## src/verilog/crg_defines.vh

```
// Constants for the processor register and addressing-mode core
`ifndef CRG_DEFINES_VH
`define CRG_DEFINES_VH

// ==========================================================
// Condition code bit positions (two top bits read as one)
`define CRG_CCR_C 0
`define CRG_CCR_V 1
`define CRG_CCR_Z 2
`define CRG_CCR_N 3
`define CRG_CCR_I 4
`define CRG_CCR_H 5
`define CRG_CCR_RST 6'h10
`define CRG_CCR_TOP 2'h3

// ==========================================================
// Vectors and internal control register window
`define CRG_VEC_RST 16'hFFFE
`define CRG_VEC_IRQ 16'hFFF8
`define CRG_INT_TOP 8'h1F

// ==========================================================
// Addressing modes
`define CRG_M_INH 3'h0
`define CRG_M_IMM 3'h1
`define CRG_M_DIR 3'h2
`define CRG_M_IDX 3'h3
`define CRG_M_EXT 3'h4
`define CRG_M_REL 3'h5

// ==========================================================
// Inherent opcodes
`define CRG_OP_NOP 8'h01
`define CRG_OP_INC_X 8'h08
`define CRG_OP_DEC_X 8'h09
`define CRG_OP_CLR_V 8'h0A
`define CRG_OP_SET_V 8'h0B
`define CRG_OP_CLR_C 8'h0C
`define CRG_OP_SET_C 8'h0D
`define CRG_OP_CLR_I 8'h0E
`define CRG_OP_SET_I 8'h0F
`define CRG_OP_COPY_SP_X 8'h30
`define CRG_OP_INC_SP 8'h31
`define CRG_OP_DEC_SP 8'h34
`define CRG_OP_COPY_X_SP 8'h35
`define CRG_OP_ADD_B_X 8'h3A
`define CRG_OP_PUSH_X 8'h3C

// ==========================================================
// Low-nibble operation groups of memory opcodes (0x80..0xFF)
`define CRG_N_SUB 4'h0
`define CRG_N_DBL 4'h3
`define CRG_N_LDA 4'h6
`define CRG_N_STA 4'h7
`define CRG_N_ADD 4'hB
`define CRG_N_CMPX_LDD 4'hC
`define CRG_N_STD 4'hD
`define CRG_N_LDSX 4'hE
`define CRG_N_STSX 4'hF

// ==========================================================
// Arithmetic unit operations
`define CRG_ALU_PASS 2'h0
`define CRG_ALU_ADD 2'h1
`define CRG_ALU_SUB 2'h2

`endif

```

## src/verilog/crg_core.v

```verilog
// Processor core: programmer registers, addressing modes and pointer instructions
//
// Contract
// - Two byte accumulators, A high byte of D
// - Program counter addresses next instruction fetch
// - Stack pointer addresses next free stack byte
// - Flags N Z V C H; branches test N Z V C
// - Flag bit 4 masks maskable interrupts
// - Two top flag bits always read one
// - Immediate operand follows opcode, register width
// - Direct address high byte forced zero
// - Mode three direct misses internal registers
// - Extended address from bytes two and three
// - Indexed adds unsigned byte, index unchanged
// - Inherent ops single byte, no operand access
// - Taken branch adds signed displacement to PC
// - Copy stack to index gives SP+1, 3 cycles
// - Copy index to stack gives X-1, 3 cycles
// - Load stack pointer high then low byte
// - Push index low then high, four cycles
`timescale 1ns/1ps
`default_nettype none
`include "crg_defines.vh"

module crg_core
#(
  parameter [15:0] RST_VEC = `CRG_VEC_RST,
  parameter [15:0] IRQ_VEC = `CRG_VEC_IRQ,
  parameter [7:0] INT_TOP = `CRG_INT_TOP
)
(
  input wire clk_i,
  input wire rst_i,
  input wire ce_i,
  input wire mode3_i,
  input wire irq_i,
  input wire [7:0] mem_rdata_i,
  output reg [15:0] mem_addr_o,
  output reg [7:0] mem_wdata_o,
  output reg mem_rd_o,
  output reg mem_wr_o,
  output wire int_sel_o,
  output wire fetch_o,
  output wire irq_ack_o,
  output wire [7:0] acc_a_o,
  output wire [7:0] acc_b_o,
  output wire [15:0] acc_d_o,
  output wire [15:0] ix_o,
  output wire [15:0] sp_o,
  output wire [15:0] pc_o,
  output wire [7:0] ccr_o
);

  // ==========================================================
  // States
  localparam [3:0] S_FETCH = 4'h0;
  localparam [3:0] S_OPB1 = 4'h1;
  localparam [3:0] S_OPB2 = 4'h2;
  localparam [3:0] S_MEM1 = 4'h3;
  localparam [3:0] S_MEM2 = 4'h4;
  localparam [3:0] S_EXEC = 4'h5;
  localparam [3:0] S_WR1 = 4'h6;
  localparam [3:0] S_WR2 = 4'h7;
  localparam [3:0] S_PSH1 = 4'h8;
  localparam [3:0] S_PSH2 = 4'h9;
  localparam [3:0] S_PAD = 4'hA;
  localparam [3:0] S_VEC1 = 4'hB;
  localparam [3:0] S_VEC2 = 4'hC;

  // ==========================================================
  // Decode helpers
  function [2:0] crg_mode;
    input [7:0] op;
    begin
      if (op[7])
      begin
        case (op[5:4])
          2'h0: crg_mode = `CRG_M_IMM;
          2'h1: crg_mode = `CRG_M_DIR;
          2'h2: crg_mode = `CRG_M_IDX;
          default: crg_mode = `CRG_M_EXT;
        endcase
      end
      else if (op[7:4] == 4'h2)
        crg_mode = `CRG_M_REL;
      else
        crg_mode = `CRG_M_INH;
    end
  endfunction

  function crg_wide;
    input [7:0] op;
    begin
      crg_wide = (op[3:0] == `CRG_N_DBL) || (op[3:0] == `CRG_N_CMPX_LDD) || (op[3:0] == `CRG_N_STD) ||
        (op[3:0] == `CRG_N_LDSX) || (op[3:0] == `CRG_N_STSX);
    end
  endfunction

  function crg_store;
    input [7:0] op;
    begin
      crg_store = op[7] && (op[5:4] != 2'h0) &&
        ((op[3:0] == `CRG_N_STA) || (op[3:0] == `CRG_N_STD) || (op[3:0] == `CRG_N_STSX));
    end
  endfunction

  function crg_taken;
    input [3:0] cond;
    input [5:0] f;
    reg nv;
    reg t;
    begin
      nv = f[`CRG_CCR_N] ^ f[`CRG_CCR_V];
      case (cond[3:1])
        3'h0: t = 1'b1;
        3'h1: t = ~(f[`CRG_CCR_C] | f[`CRG_CCR_Z]);
        3'h2: t = ~f[`CRG_CCR_C];
        3'h3: t = ~f[`CRG_CCR_Z];
        3'h4: t = ~f[`CRG_CCR_V];
        3'h5: t = ~f[`CRG_CCR_N];
        3'h6: t = ~nv;
        default: t = ~(f[`CRG_CCR_Z] | nv);
      endcase
      crg_taken = t ^ cond[0]; // Odd codes test the opposite sense
    end
  endfunction

  function [15:0] crg_inc;
    input [15:0] v;
    begin
      crg_inc = v + 16'h0001;
    end
  endfunction

  function [15:0] crg_dec;
    input [15:0] v;
    begin
      crg_dec = v - 16'h0001;
    end
  endfunction

  // ==========================================================
  // State registers
  reg [3:0] state_q;
  reg [7:0] a_q;
  reg [7:0] b_q;
  reg [15:0] x_q;
  reg [15:0] sp_q;
  reg [15:0] pc_q;
  reg [5:0] ccr_q;
  reg [7:0] ir_q;
  reg [2:0] mode_q;
  reg [15:0] ea_q;
  reg [15:0] op_q;
  reg [15:0] wd_q;
  reg [15:0] vec_q;

  wire [3:0] nib = ir_q[3:0];
  wire wide = crg_wide(ir_q);
  wire store = crg_store(ir_q);
  wire irq_take = (state_q == S_FETCH) && irq_i && !ccr_q[`CRG_CCR_I];
  wire [15:0] d_val = {a_q, b_q};
  wire [7:0] acc_sel = ir_q[6] ? b_q : a_q;
  wire pad_op = (ir_q == `CRG_OP_COPY_SP_X) || (ir_q == `CRG_OP_COPY_X_SP) || (ir_q == `CRG_OP_INC_X) ||
    (ir_q == `CRG_OP_DEC_X) || (ir_q == `CRG_OP_INC_SP) || (ir_q == `CRG_OP_DEC_SP) ||
    (ir_q == `CRG_OP_ADD_B_X);
  wire mem_op = ir_q[7] && (mode_q != `CRG_M_INH);

  // ==========================================================
  // Arithmetic operand selection for memory-group instructions
  reg [15:0] alu_a;
  reg [15:0] alu_b;
  reg [1:0] alu_op;
  reg alu_upd;
  wire [15:0] alu_res;
  wire alu_n;
  wire alu_z;
  wire alu_v;
  wire alu_c;
  wire alu_h;

  always @*
  begin
    alu_a = 16'h0000;
    alu_b = op_q;
    alu_op = `CRG_ALU_PASS;
    alu_upd = 1'b1;
    case (nib)
      `CRG_N_SUB:
      begin
        alu_a = {8'h00, acc_sel};
        alu_op = `CRG_ALU_SUB;
      end
      `CRG_N_ADD:
      begin
        alu_a = {8'h00, acc_sel};
        alu_op = `CRG_ALU_ADD;
      end
      `CRG_N_DBL:
      begin
        alu_a = d_val;
        alu_op = ir_q[6] ? `CRG_ALU_ADD : `CRG_ALU_SUB;
      end
      `CRG_N_CMPX_LDD:
      begin
        alu_a = x_q;
        alu_op = ir_q[6] ? `CRG_ALU_PASS : `CRG_ALU_SUB;
      end
      `CRG_N_LDA: alu_op = `CRG_ALU_PASS;
      `CRG_N_STA: alu_b = {8'h00, acc_sel};
      `CRG_N_STD: alu_b = d_val;
      `CRG_N_LDSX: alu_op = `CRG_ALU_PASS;
      `CRG_N_STSX: alu_b = ir_q[6] ? x_q : sp_q;
      default: alu_upd = 1'b0; // Unsupported groups leave flags alone
    endcase
  end

  crg_alu u_alu
  (
    .a_i(alu_a),
    .b_i(alu_b),
    .op_i(alu_op),
    .wide_i(wide),
    .res_o(alu_res),
    .n_o(alu_n),
    .z_o(alu_z),
    .v_o(alu_v),
    .c_o(alu_c),
    .h_o(alu_h)
  );

  // ==========================================================
  // Bus drive; inherent execution cycles issue no strobe
  always @*
  begin
    mem_addr_o = pc_q;
    mem_wdata_o = wd_q[7:0];
    mem_rd_o = 1'b0;
    mem_wr_o = 1'b0;
    case (state_q)
      S_FETCH: mem_rd_o = ce_i && !irq_take;
      S_OPB1, S_OPB2: mem_rd_o = ce_i;
      S_MEM1:
      begin
        mem_addr_o = ea_q;
        mem_rd_o = ce_i;
      end
      S_MEM2:
      begin
        mem_addr_o = crg_inc(ea_q);
        mem_rd_o = ce_i;
      end
      S_WR1:
      begin
        mem_addr_o = ea_q;
        mem_wdata_o = wide ? wd_q[15:8] : wd_q[7:0];
        mem_wr_o = ce_i;
      end
      S_WR2:
      begin
        mem_addr_o = crg_inc(ea_q);
        mem_wr_o = ce_i;
      end
      S_PSH1:
      begin
        mem_addr_o = sp_q;
        mem_wdata_o = x_q[7:0];
        mem_wr_o = ce_i;
      end
      S_PSH2:
      begin
        mem_addr_o = sp_q;
        mem_wdata_o = x_q[15:8];
        mem_wr_o = ce_i;
      end
      S_VEC1:
      begin
        mem_addr_o = vec_q;
        mem_rd_o = ce_i;
      end
      S_VEC2:
      begin
        mem_addr_o = crg_inc(vec_q);
        mem_rd_o = ce_i;
      end
      default: mem_addr_o = pc_q;
    endcase
  end

  // Internal registers are not reachable through direct mode in mode three
  assign int_sel_o = (mem_rd_o || mem_wr_o) && (mem_addr_o[15:8] == 8'h00) && (mem_addr_o[7:0] <= INT_TOP) &&
    !(mode3_i && (mode_q == `CRG_M_DIR) && (state_q != S_FETCH) && (state_q != S_OPB1) &&
    (state_q != S_OPB2) && (state_q != S_VEC1) && (state_q != S_VEC2));

  // ==========================================================
  // Sequencer and register updates
  always @(posedge clk_i or posedge rst_i)
  begin
    if (rst_i)
    begin
      state_q <= S_VEC1;
      a_q <= 8'h00;
      b_q <= 8'h00;
      x_q <= 16'h0000;
      sp_q <= 16'h0000;
      pc_q <= 16'h0000;
      ccr_q <= `CRG_CCR_RST;
      ir_q <= `CRG_OP_NOP;
      mode_q <= `CRG_M_INH;
      ea_q <= 16'h0000;
      op_q <= 16'h0000;
      wd_q <= 16'h0000;
      vec_q <= RST_VEC;
    end
    else if (ce_i)
    begin
      case (state_q)
        S_FETCH:
        begin
          if (irq_take)
          begin
            // Stacking of registers is left to a wider core; only the vector is taken
            ccr_q[`CRG_CCR_I] <= 1'b1;
            vec_q <= IRQ_VEC;
            state_q <= S_VEC1;
          end
          else
          begin
            ir_q <= mem_rdata_i;
            mode_q <= crg_mode(mem_rdata_i);
            pc_q <= crg_inc(pc_q);
            state_q <= (crg_mode(mem_rdata_i) == `CRG_M_INH) ? S_EXEC : S_OPB1;
          end
        end
        S_OPB1:
        begin
          pc_q <= crg_inc(pc_q);
          case (mode_q)
            `CRG_M_IMM:
            begin
              if (wide)
              begin
                op_q[15:8] <= mem_rdata_i;
                state_q <= S_OPB2;
              end
              else
              begin
                op_q <= {8'h00, mem_rdata_i};
                state_q <= S_EXEC;
              end
            end
            `CRG_M_DIR:
            begin
              ea_q <= {8'h00, mem_rdata_i};
              state_q <= store ? S_EXEC : S_MEM1;
            end
            `CRG_M_IDX:
            begin
              ea_q <= x_q + {8'h00, mem_rdata_i};
              state_q <= store ? S_EXEC : S_MEM1;
            end
            `CRG_M_EXT:
            begin
              ea_q[15:8] <= mem_rdata_i;
              state_q <= S_OPB2;
            end
            default:
            begin
              op_q <= {{8{mem_rdata_i[7]}}, mem_rdata_i};
              state_q <= S_EXEC;
            end
          endcase
        end
        S_OPB2:
        begin
          pc_q <= crg_inc(pc_q);
          if (mode_q == `CRG_M_EXT)
          begin
            ea_q[7:0] <= mem_rdata_i;
            state_q <= store ? S_EXEC : S_MEM1;
          end
          else
          begin
            op_q[7:0] <= mem_rdata_i;
            state_q <= S_EXEC;
          end
        end
        S_MEM1:
        begin
          if (wide)
          begin
            op_q[15:8] <= mem_rdata_i;
            state_q <= S_MEM2;
          end
          else
          begin
            op_q <= {8'h00, mem_rdata_i};
            state_q <= S_EXEC;
          end
        end
        S_MEM2:
        begin
          op_q[7:0] <= mem_rdata_i;
          state_q <= S_EXEC;
        end
        S_EXEC:
        begin
          state_q <= S_FETCH;
          if (mode_q == `CRG_M_REL)
          begin
            if (crg_taken(ir_q[3:0], ccr_q))
              pc_q <= pc_q + op_q;
          end
          else if (mem_op)
          begin
            if (alu_upd)
            begin
              ccr_q[`CRG_CCR_N] <= alu_n;
              ccr_q[`CRG_CCR_Z] <= alu_z;
              ccr_q[`CRG_CCR_V] <= alu_v; // Pass operations clear overflow
            end
            if ((nib == `CRG_N_SUB) || (nib == `CRG_N_ADD) || (nib == `CRG_N_DBL) ||
              ((nib == `CRG_N_CMPX_LDD) && !ir_q[6]))
              ccr_q[`CRG_CCR_C] <= alu_c;
            if (nib == `CRG_N_ADD)
              ccr_q[`CRG_CCR_H] <= alu_h;
            if (store)
            begin
              wd_q <= alu_res;
              state_q <= S_WR1;
            end
            case (nib)
              `CRG_N_SUB, `CRG_N_ADD, `CRG_N_LDA:
              begin
                if (ir_q[6])
                  b_q <= alu_res[7:0];
                else
                  a_q <= alu_res[7:0];
              end
              `CRG_N_DBL:
              begin
                a_q <= alu_res[15:8];
                b_q <= alu_res[7:0];
              end
              `CRG_N_CMPX_LDD:
              begin
                if (ir_q[6])
                begin
                  a_q <= alu_res[15:8];
                  b_q <= alu_res[7:0];
                end
              end
              `CRG_N_LDSX:
              begin
                if (ir_q[6])
                  x_q <= alu_res;
                else
                  sp_q <= alu_res;
              end
              default: a_q <= a_q;
            endcase
          end
          else
          begin
            if (pad_op)
              state_q <= S_PAD;
            case (ir_q)
              `CRG_OP_COPY_SP_X: x_q <= crg_inc(sp_q);
              `CRG_OP_COPY_X_SP: sp_q <= crg_dec(x_q);
              `CRG_OP_INC_X:
              begin
                x_q <= crg_inc(x_q);
                ccr_q[`CRG_CCR_Z] <= (crg_inc(x_q) == 16'h0000);
              end
              `CRG_OP_DEC_X:
              begin
                x_q <= crg_dec(x_q);
                ccr_q[`CRG_CCR_Z] <= (crg_dec(x_q) == 16'h0000);
              end
              `CRG_OP_INC_SP: sp_q <= crg_inc(sp_q);
              `CRG_OP_DEC_SP: sp_q <= crg_dec(sp_q);
              `CRG_OP_ADD_B_X: x_q <= x_q + {8'h00, b_q};
              `CRG_OP_PUSH_X: state_q <= S_PSH1;
              `CRG_OP_CLR_V: ccr_q[`CRG_CCR_V] <= 1'b0;
              `CRG_OP_SET_V: ccr_q[`CRG_CCR_V] <= 1'b1;
              `CRG_OP_CLR_C: ccr_q[`CRG_CCR_C] <= 1'b0;
              `CRG_OP_SET_C: ccr_q[`CRG_CCR_C] <= 1'b1;
              `CRG_OP_CLR_I: ccr_q[`CRG_CCR_I] <= 1'b0;
              `CRG_OP_SET_I: ccr_q[`CRG_CCR_I] <= 1'b1;
              default: a_q <= a_q;
            endcase
          end
        end
        S_WR1: state_q <= wide ? S_WR2 : S_FETCH;
        S_WR2: state_q <= S_FETCH;
        S_PSH1:
        begin
          sp_q <= crg_dec(sp_q);
          state_q <= S_PSH2;
        end
        S_PSH2:
        begin
          sp_q <= crg_dec(sp_q);
          state_q <= S_FETCH;
        end
        S_PAD: state_q <= S_FETCH;
        S_VEC1:
        begin
          pc_q[15:8] <= mem_rdata_i;
          state_q <= S_VEC2;
        end
        S_VEC2:
        begin
          pc_q[7:0] <= mem_rdata_i;
          state_q <= S_FETCH;
        end
        default: state_q <= S_FETCH;
      endcase
    end
  end

  // ==========================================================
  // Visible register state
  assign fetch_o = (state_q == S_FETCH) && !irq_take;
  assign irq_ack_o = irq_take && ce_i;
  assign acc_a_o = a_q;
  assign acc_b_o = b_q;
  assign acc_d_o = d_val;
  assign ix_o = x_q;
  assign sp_o = sp_q;
  assign pc_o = pc_q;
  assign ccr_o = {`CRG_CCR_TOP, ccr_q};

endmodule // crg_core

`default_nettype wire

```

## src/verilog/crg_alu.v

```verilog
// Arithmetic unit: 8/16-bit add, subtract and pass with condition flags
`timescale 1ns/1ps
`default_nettype none
`include "crg_defines.vh"

module crg_alu
(
  input wire [15:0] a_i,
  input wire [15:0] b_i,
  input wire [1:0] op_i,
  input wire wide_i,
  output reg [15:0] res_o,
  output reg n_o,
  output reg z_o,
  output reg v_o,
  output reg c_o,
  output reg h_o
);

  reg [16:0] s17;
  reg [8:0] s9;
  reg [4:0] s5;

  // ==========================================================
  // Result and flags
  always @*
  begin
    s17 = 17'h00000;
    s9 = 9'h000;
    s5 = 5'h00;
    res_o = 16'h0000;
    v_o = 1'b0;
    c_o = 1'b0;
    h_o = 1'b0;
    case (op_i)
      `CRG_ALU_ADD:
      begin
        s17 = {1'b0, a_i} + {1'b0, b_i};
        s9 = {1'b0, a_i[7:0]} + {1'b0, b_i[7:0]};
        s5 = {1'b0, a_i[3:0]} + {1'b0, b_i[3:0]};
        h_o = s5[4]; // Carry out of bit 3
        if (wide_i)
        begin
          res_o = s17[15:0];
          c_o = s17[16];
          v_o = (a_i[15] == b_i[15]) && (s17[15] != a_i[15]);
        end
        else
        begin
          res_o = {8'h00, s9[7:0]};
          c_o = s9[8];
          v_o = (a_i[7] == b_i[7]) && (s9[7] != a_i[7]);
        end
      end
      `CRG_ALU_SUB:
      begin
        s17 = {1'b0, a_i} - {1'b0, b_i};
        s9 = {1'b0, a_i[7:0]} - {1'b0, b_i[7:0]};
        if (wide_i)
        begin
          res_o = s17[15:0];
          c_o = s17[16]; // Borrow
          v_o = (a_i[15] != b_i[15]) && (s17[15] != a_i[15]);
        end
        else
        begin
          res_o = {8'h00, s9[7:0]};
          c_o = s9[8];
          v_o = (a_i[7] != b_i[7]) && (s9[7] != a_i[7]);
        end
      end
      default:
      begin
        res_o = wide_i ? b_i : {8'h00, b_i[7:0]};
      end
    endcase
    n_o = wide_i ? res_o[15] : res_o[7];
    z_o = wide_i ? (res_o == 16'h0000) : (res_o[7:0] == 8'h00);
  end

endmodule // crg_alu

`default_nettype wire

```

## config.mk

```make
export PLATFORM = sky130hd
export DESIGN_NAME = crg_core
export DESIGN_NICKNAME = d
export VERILOG_FILES = /design/src/verilog/crg_core.v /design/src/verilog/crg_alu.v
export VERILOG_INCLUDE_DIRS = /design/src /design/src/verilog
export SDC_FILE = /design/constraint.sdc
export NUM_CORES = 1
export LEC_CHECK = 0
export ABC_CLOCK_PERIOD_IN_PS = 6800
export BUFFER_PORTS_ARGS = -buffer_cell sky130_fd_sc_hd__buf_2
export CELL_PAD_IN_SITES_DETAIL_PLACEMENT = 1
export CELL_PAD_IN_SITES_GLOBAL_PLACEMENT = 1
export CORE_UTILIZATION = 46
export CTS_CLUSTER_DIAMETER = 200
export DETAILED_ROUTE_END_ITERATION = 10
export PLACE_DENSITY = 0.85
export SETUP_SLACK_MARGIN = 0.15
export SLEW_MARGIN = 30
export SYNTH_ARGS = -nofsm -noshare
export SYNTH_HDL_FRONTEND = slang
export SYNTH_HIERARCHICAL = 1
export SYNTH_SLANG_ARGS = --single-unit
```

## constraint.sdc

```tcl
create_clock -name clk_i -period 6.8 [get_ports clk_i]
set_input_delay 0.68 -clock clk_i [delete_from_list [all_inputs] [get_ports clk_i]]
set_output_delay 0.68 -clock clk_i [all_outputs]
set_load 0.02 [all_outputs]
```

Yosys cells after proc, flatten, opt, wreduce, memory -nomap -nowiden
Cells that the tools add are included.
{"block": "classes", "mux": 92, "n_lt_le_gt_ge": 1, "bitwise": 13, "reduce_logical": 100, "n_eq_ne": 82, "addsub": 15}
{"op": "$mux W16", "count": 14}
{"op": "$pmux W16 S3", "count": 3}
{"op": "$pmux W16 S2", "count": 3}
{"op": "$pmux W8 S4", "count": 3}
{"op": "$pmux W16 S5", "count": 1}
{"op": "$mux W8", "count": 9}
{"op": "$pmux W8 S3", "count": 3}
{"op": "$add A16 B1 Y16 const B", "count": 4}
{"op": "$eq A8 B4 Y1 const B", "count": 8}
{"op": "$pmux W16 S4", "count": 1}
{"op": "$pmux W8 S2", "count": 4}
{"op": "$eq A8 B6 Y1 const B", "count": 6}
{"op": "$logic_not A16 Y1", "count": 3}
{"op": "$reduce_and A5 Y1", "count": 8}
{"op": "$mux W3", "count": 13}
{"op": "$eq A4 B4 Y1 const B", "count": 9}
{"op": "$pmux W4 S9", "count": 1}
{"op": "$add A16 B8 Y16", "count": 2}
{"op": "$sub A16 B1 Y16 const B", "count": 2}
{"op": "$eq A4 B3 Y1 const B", "count": 6}
{"op": "$ne A2 B2 Y1 const B", "count": 12}
{"op": "$reduce_and A6 Y1", "count": 4}
{"op": "$logic_and A1 B1 Y1", "count": 22}
{"op": "$mux W4", "count": 5}
{"op": "51 further kinds", "count": 157}
{"block": "totals", "register_bits": 135, "out_inout_bits": 117, "word_cells": 324, "input_bits": 13}

Logic depth before layout (Yosys ltp)
{"block": "depth", "ltp_word": 13, "ltp_mapped": 24}

By module
The synthesis kept the hierarchy.
{"module": "crg_core", "cells_each": 1732, "seq_area_each_um2": 3360.7, "area_per_inst_um2": 13286.5, "n_inst": 1}
{"module": "crg_alu", "cells_each": 319, "seq_area_each_um2": 0.0, "area_per_inst_um2": 2173.3, "n_inst": 1}

Least setup slack after synthesis
OpenSTA, ideal clock, no wires.
{"block": "synth_path", "path_kind": "reg2reg", "start": "register ir_q[6]", "end": "register ccr_q[2]", "stages_incl_launch_ff": 23, "synth_period_minus_slack_ns": 4.698, "t_arrival_ns": 4.555, "path_slack_ns": 2.102, "n_path_buf": 4, "setup_ns": 0.143, "cell_sequence": "dfrtp_1 -> buf_2 -> buf_1 -> buf_1 -> nand3b_1 -> a21oi_1 -> nand2_1 -> nand2_1 -> inv_1 -> ha_1 -> buf_6 -> or4_4 -> or3_1 -> a21oi_2 -> o21ai_2 -> a221oi_4 -> a221oi_2 -> o41ai_4 -> nor4_2 -> nor2_1 -> a21oi_1 -> o22ai_1 -> a41oi_2"}
{"block": "synth_between", "elab_chain_cells": 9, "elab_cells_between_ends": 27, "classes_between": "add/sub (4); eq/ne (4); mux (15); reduce/logical (4)"}
{"item": "start: declaration", "line": "crg_core.v:151", "rtl": "reg [7:0] ir_q;"}
{"item": "start signal: assignment", "line": "crg_core.v:308", "rtl": "ir_q <= `CRG_OP_NOP;"}
{"item": "start signal: assignment", "line": "crg_core.v:329", "rtl": "ir_q <= mem_rdata_i;"}
{"item": "$mux W16 / $mux W8 (equally long branches)", "line": "crg_core.v:213, crg_core.v:163"}
{"item": "$pmux W16 S3 *", "line": "crg_core.v:188", "rtl": "case (nib)"}
{"item": "named net alu_b[6]", "line": "crg_core.v:172", "rtl": "reg [15:0] alu_b;"}
{"item": "$sub A16 B16 Y17 / $add A16 B16 Y17 (equally long branches)", "line": "crg_alu.v:57, crg_alu.v:38"}
{"item": "$mux W16 (on tied branches)", "line": "crg_alu.v:59, crg_alu.v:42"}
{"item": "$pmux W16 S2 *", "line": "crg_alu.v:35", "rtl": "case (op_i)"}
{"item": "named net alu_res[15]", "line": "crg_core.v:175", "rtl": "wire [15:0] alu_res;"}
{"item": "$logic_not A16 Y1 *", "line": "crg_alu.v:78", "rtl": "z_o = wide_i ? (res_o == 16'h0000) : (res_o[7:0] == 8'h00);"}
{"item": "$mux W1 *", "line": "crg_alu.v:78"}
{"item": "named net alu_z", "line": "crg_core.v:177", "rtl": "wire alu_z;"}
{"item": "$mux W3 *", "line": "crg_core.v:416", "rtl": "if (alu_upd)"}
{"item": "$mux W3 *", "line": "crg_core.v:414", "rtl": "else if (mem_op)"}
{"item": "end signal: indexed assignment", "line": "crg_core.v:418", "rtl": "ccr_q[`CRG_CCR_N] <= alu_n;"}
{"item": "end signal: indexed assignment", "line": "crg_core.v:419", "rtl": "ccr_q[`CRG_CCR_Z] <= alu_z;"}
{"item": "end signal: indexed assignment", "line": "crg_core.v:420", "rtl": "ccr_q[`CRG_CCR_V] <= alu_v;"}
{"item": "end: declaration", "line": "crg_core.v:150", "rtl": "reg [5:0] ccr_q;"}
The timed path passes the listed nets; every way through them passes the cells marked *. The select of a mux whose other input is x is not followed.
A chain may end at the register's enable or synchronous reset.

Worst setup path in the final report
{"block": "layout_path", "start": "register ir_q[3]", "end": "register ccr_q[2]"}
{"block": "layout_between", "elab_cells_between_ends": 40, "classes_between": "add/sub (4); eq/ne (13); mux (12); reduce/logical (11)"}
{"item": "$eq A4 B4 Y1 / $eq A4 B3 Y1 (equally long branches)", "line": "crg_core.v:188"}
{"item": "$pmux W16 S3 *", "line": "crg_core.v:188"}
{"item": "named net alu_b[0]", "line": "crg_core.v:172"}
{"item": "$sub A16 B16 Y17 / $add A16 B16 Y17 (equally long branches)", "line": "crg_alu.v:57, crg_alu.v:38"}
{"item": "$mux W16 (on tied branches)", "line": "crg_alu.v:59, crg_alu.v:42"}
{"item": "$pmux W16 S2 *", "line": "crg_alu.v:35"}
{"item": "named net alu_res[14]", "line": "crg_core.v:175"}
{"item": "$logic_not A16 Y1 *", "line": "crg_alu.v:78"}
{"item": "$mux W1 *", "line": "crg_alu.v:78"}
{"item": "named net alu_z", "line": "crg_core.v:177"}
{"item": "$mux W3 *", "line": "crg_core.v:416"}
{"item": "$mux W3 *", "line": "crg_core.v:414"}
Marks and branches as above.

==> key figures <==
Finish
  – Area growth, synth to finish: 8.72%
  – Inserted Diodes: 0
  – Final non-filler cell total: around 2.5k
  – Share of cells above drive strength 1: 14.6%
  – Multi-input gate area: 11000 um^2
  – Final Net Count: 2173
  – # fillers: slightly above 4k
  – FF+latch area: around 3400 um^2

Critical path
  – CP Launch Type: flip-flop
  – Flop-to-flop setup slack: 0.72 ns
  – R2R depth: 20
  – R2r startpoint: ir_q[3]
  – Crit Path Class: reg -> reg
  – Max stage delay cell, worst path: dfrtp_1
  – Setup crit end kind: flip-flop
  – Req. time, crit path: slightly above 7 ns
  – CP max FO: 23
  – Buf/Inv on CP: 2
  – Critical path arrival: between 6 and 7 ns
  – FF-to-FF End: ccr_q[2]
  – Most common cell on crit path: a21oi_1
  – CP Cell Sequence: nand2_1 > nor2_1 > a222oi_1 > nand2_1 > ha_1 > inv_1 > fa_1 > a211oi_1 > o21ai_0 > a311oi_1 > o21ai_0 > a21oi_1 > o221a_2 > a21oi_1 > buf_4 > nor4_2 > nor2_1 > a21oi_1 > o22ai_1 > a41oi_2
  – Delay of the slowest cell on the worst path: between 0.8 and 0.9 ns
  – CP delay by family, top: compound AO/OA/AOI/OAI gates

Synthesis
  – Post-Synthesis Cell Area: around 15000 um^2
  – Cells taking the most area after synthesis: dfrtp_1 21%, ha_1 6.2%, o21ai_0 5.8%, a21oi_1 5.3%, nand2_1 4.5%
  – Top-count cell post-synth: nand2_1
  – Synthesized netlist cell count: between 2k and 2.5k
  – Top cell type's share of synthesized area: 20.7%
  – Ys async rst share: between 90% and 100%
  – Synth unique cells: 105
  – Ys Warns: 6
  – Synthesized area per cell: 7.54 um^2
  – Synth Register Bits: 134
  – Top FF cell, synth: dfrtp_1
  – Cell taking the most area after synthesis: dfrtp_1
  – Number of synthesized flops with an enable pin: 0
  – Most instantiated cells after synthesis: 187 x nand2_1, 178 x nor2_1, 178 x o21ai_0
  – Sequential fraction of the synthesis area: 21.7%

Route
  – DRC: 0
  – Via Count: 18.0k
  – Drt first pass iters: 8
  – Antenna Nets Post-Route: 0
  – Vias/cell: 7.09
  – Wire per inst: between 20 and 30 um
  – Routed WL: about 70 mm
  – Initial DRC Count: about 2.3k

Place
  – GP Congestion: 1.01
  – Placed insts: 2500
  – Post-DP HPWL: approximately 53 mm
  – IO Port Bufs: ~130

Floorplanning
  – DIE WIDTH: 185 um
  – Top-level port count: 130
  – Total die area: around 34000 um^2
  – Die Ht: 185 um
  – Row Count: 66
  – Core area: between 30000 and 40000 um^2
  – Initial Util: a little under half

Global route
  – Initial antenna violation count: 3
  – Largest net degree at the start of global routing: 76
  – Total grt overflow: 0
  – Total GRT Usage: 41.9%
  – Global-route wire length before repair: about 110 mm
  – Vias in the first global route: roughly 18k

CTS
  – Clock root buffer: clkbuf_16
  – Post CTS Setup Buffer Count: 0
  – Clock Pin Slew Worst Setup and Hold Paths: approximately 0.070 ns
  – Hold-fix buffers at CTS: 0
  – Clock sink count: 134
  – CTS tree: built
  – Num CTS Buffers: 17
  – Clock Tree Buf Depth: 2
  – CTS H-tree lvls: 4
  – Clk_lat worst skew: 0.46 ns
  – PostCTS Resize Cnt: 0

Run status
  – Outcome: complete, no violations

Timing
  – Tcrit/Tclk final: around nine tenths
  – Max Slew Vio Count: 0
  – Fmax: approximately 0.16 GHz
  – Clock period minus final worst setup slack: about 6 ns
  – Slew @ Worst Pin: approximately 1.1 ns
  – # setup viols final: 0
  – Sum Neg Setup Slack: 0 ns
  – Slew HR: between 20% and 30%
  – RSZ-0062 raised after global routing: false
  – Fin Clk Skew: 0.0191 ns
  – Fin. Hold Viols: 0

Power and ir drop
  – VDD IR max: 0.000360 V
  – Pwr dens: 560 nW/um^2
  – Leakage: a little over 0.007 uW

Flow run
  – Max Cap Violations: 0

Min path
  – Hold WC Path Type: in -> async
-- state kept, by name (all words and copies together), names as in the netlist --
name / count
acc_a_o: 8
ir_q: 8
state_q: 4
op_q: 16
ix_o: 16
wd_q: 16
ea_q: 16
mode_q: 3
acc_b_o: 8
sp_o: 16
pc_o: 16
ccr_q: 6
vec_q: 1
-- worst max-delay path by stage --
stage,from,to,cells past startpoint
3_5_place_dp,ir_q[3],ccr_q[2],17
3_3_place_gp,ir_q[0],ccr_q[2],17
2_1_floorplan,ir_q[6],ccr_q[2],22
4_1_cts,ir_q[3],ccr_q[2],17
6_report,ir_q[3],ccr_q[2],20
5_1_grt,ir_q[3],ccr_q[2],20
-- metrics by stage --
| stage | total power (uW) | utilization (%) | hold WS [ns] | setup slack [ns] | cell area [um^2] |
|---|---|---|---|---|---|
| 4_1_cts | 9140 | 51.2 | 0.398 | 0.930 | 16800 |
| 5_1_grt | 9860 | 51.3 | 0.424 | 0.297 | 16800 |
| 2_1_floorplan | 5990 | - | 0.466 | 2.10 | 15500 |
| 6_report | 9420 | 51.3 | 0.361 | 0.725 | 16800 |
| 3_5_place_dp | 8130 | 49.4 | 0.477 | 0.950 | 16200 |
| 3_3_place_gp | 7910 | 49.4 | 0.474 | 1.17 | 16200 |
-- layer usage --
layer	global-route usage (%)	wire length [um]	part of all wire, %	vias up
li1	-	-	-	7683
met1	52.0	27900	39	8816
met2	64.9	31000	43	1147
met3	9.97	7560	11	319
met4	27.2	5290	7.4	2
met5	0	12	0.017	-
-- cells in the final DEF, fill, tap and decap left out, drive strengths merged, types with 8 or more instances in the layout --
cell type	instances
a21o	13
clkbuf	20
ha	76
o211ai	15
o22ai	39
a221oi	19
or2	13
o221ai	26
a211oi	22
xor2	38
and3	15
nand4	21
inv	93
or3	14
a221o	8
a22o	11
a31oi	33
buf	167
dfrtp	128
a22oi	30
nand2	189
a21oi	165
a222oi	19
nor3b	9
nor2	178
o31ai	14
a21boi	9
xnor2	57
o21ai	192
mux2i	35
and2	16
nand3	55
nand2b	31
o21a	17
mux2	45
nor4	26
o21bai	12
nor3	67
nor2b	26
-- cell families after synthesis --
kind of cell    count (synthesis)  synth area share, %
flops                         134                 21.7
mux                            80                 5.57
simple gates                  697                 22.7
other cells                     1               0.0243
compound gates                716                 30.6
xor+xnor                       95                 5.43
buf+inv                       247                 7.13
fa+ha+maj                      81                 6.80
-- cell type report --
| type | count | area share (%) |
|---|---|---|
| multi-input combinational | 1671 | 65.6 |
| sequential | 134 | 20.0 |
| timing repair buffer | 167 | 5.61 |
| tap | 442 | 3.29 |
| clock buffer | 20 | 2.60 |
| inverter | 88 | 2.00 |
| clock inverter | 12 | 0.871 |
-- report_power, final --
group / internal [uW] / total [uW] / switching, uW
registers: 1090 / 2040 / 952
clock network: 548 / 970 / 423
logic: 2190 / 6400 / 4220
(Power assumes the default switching activity.)
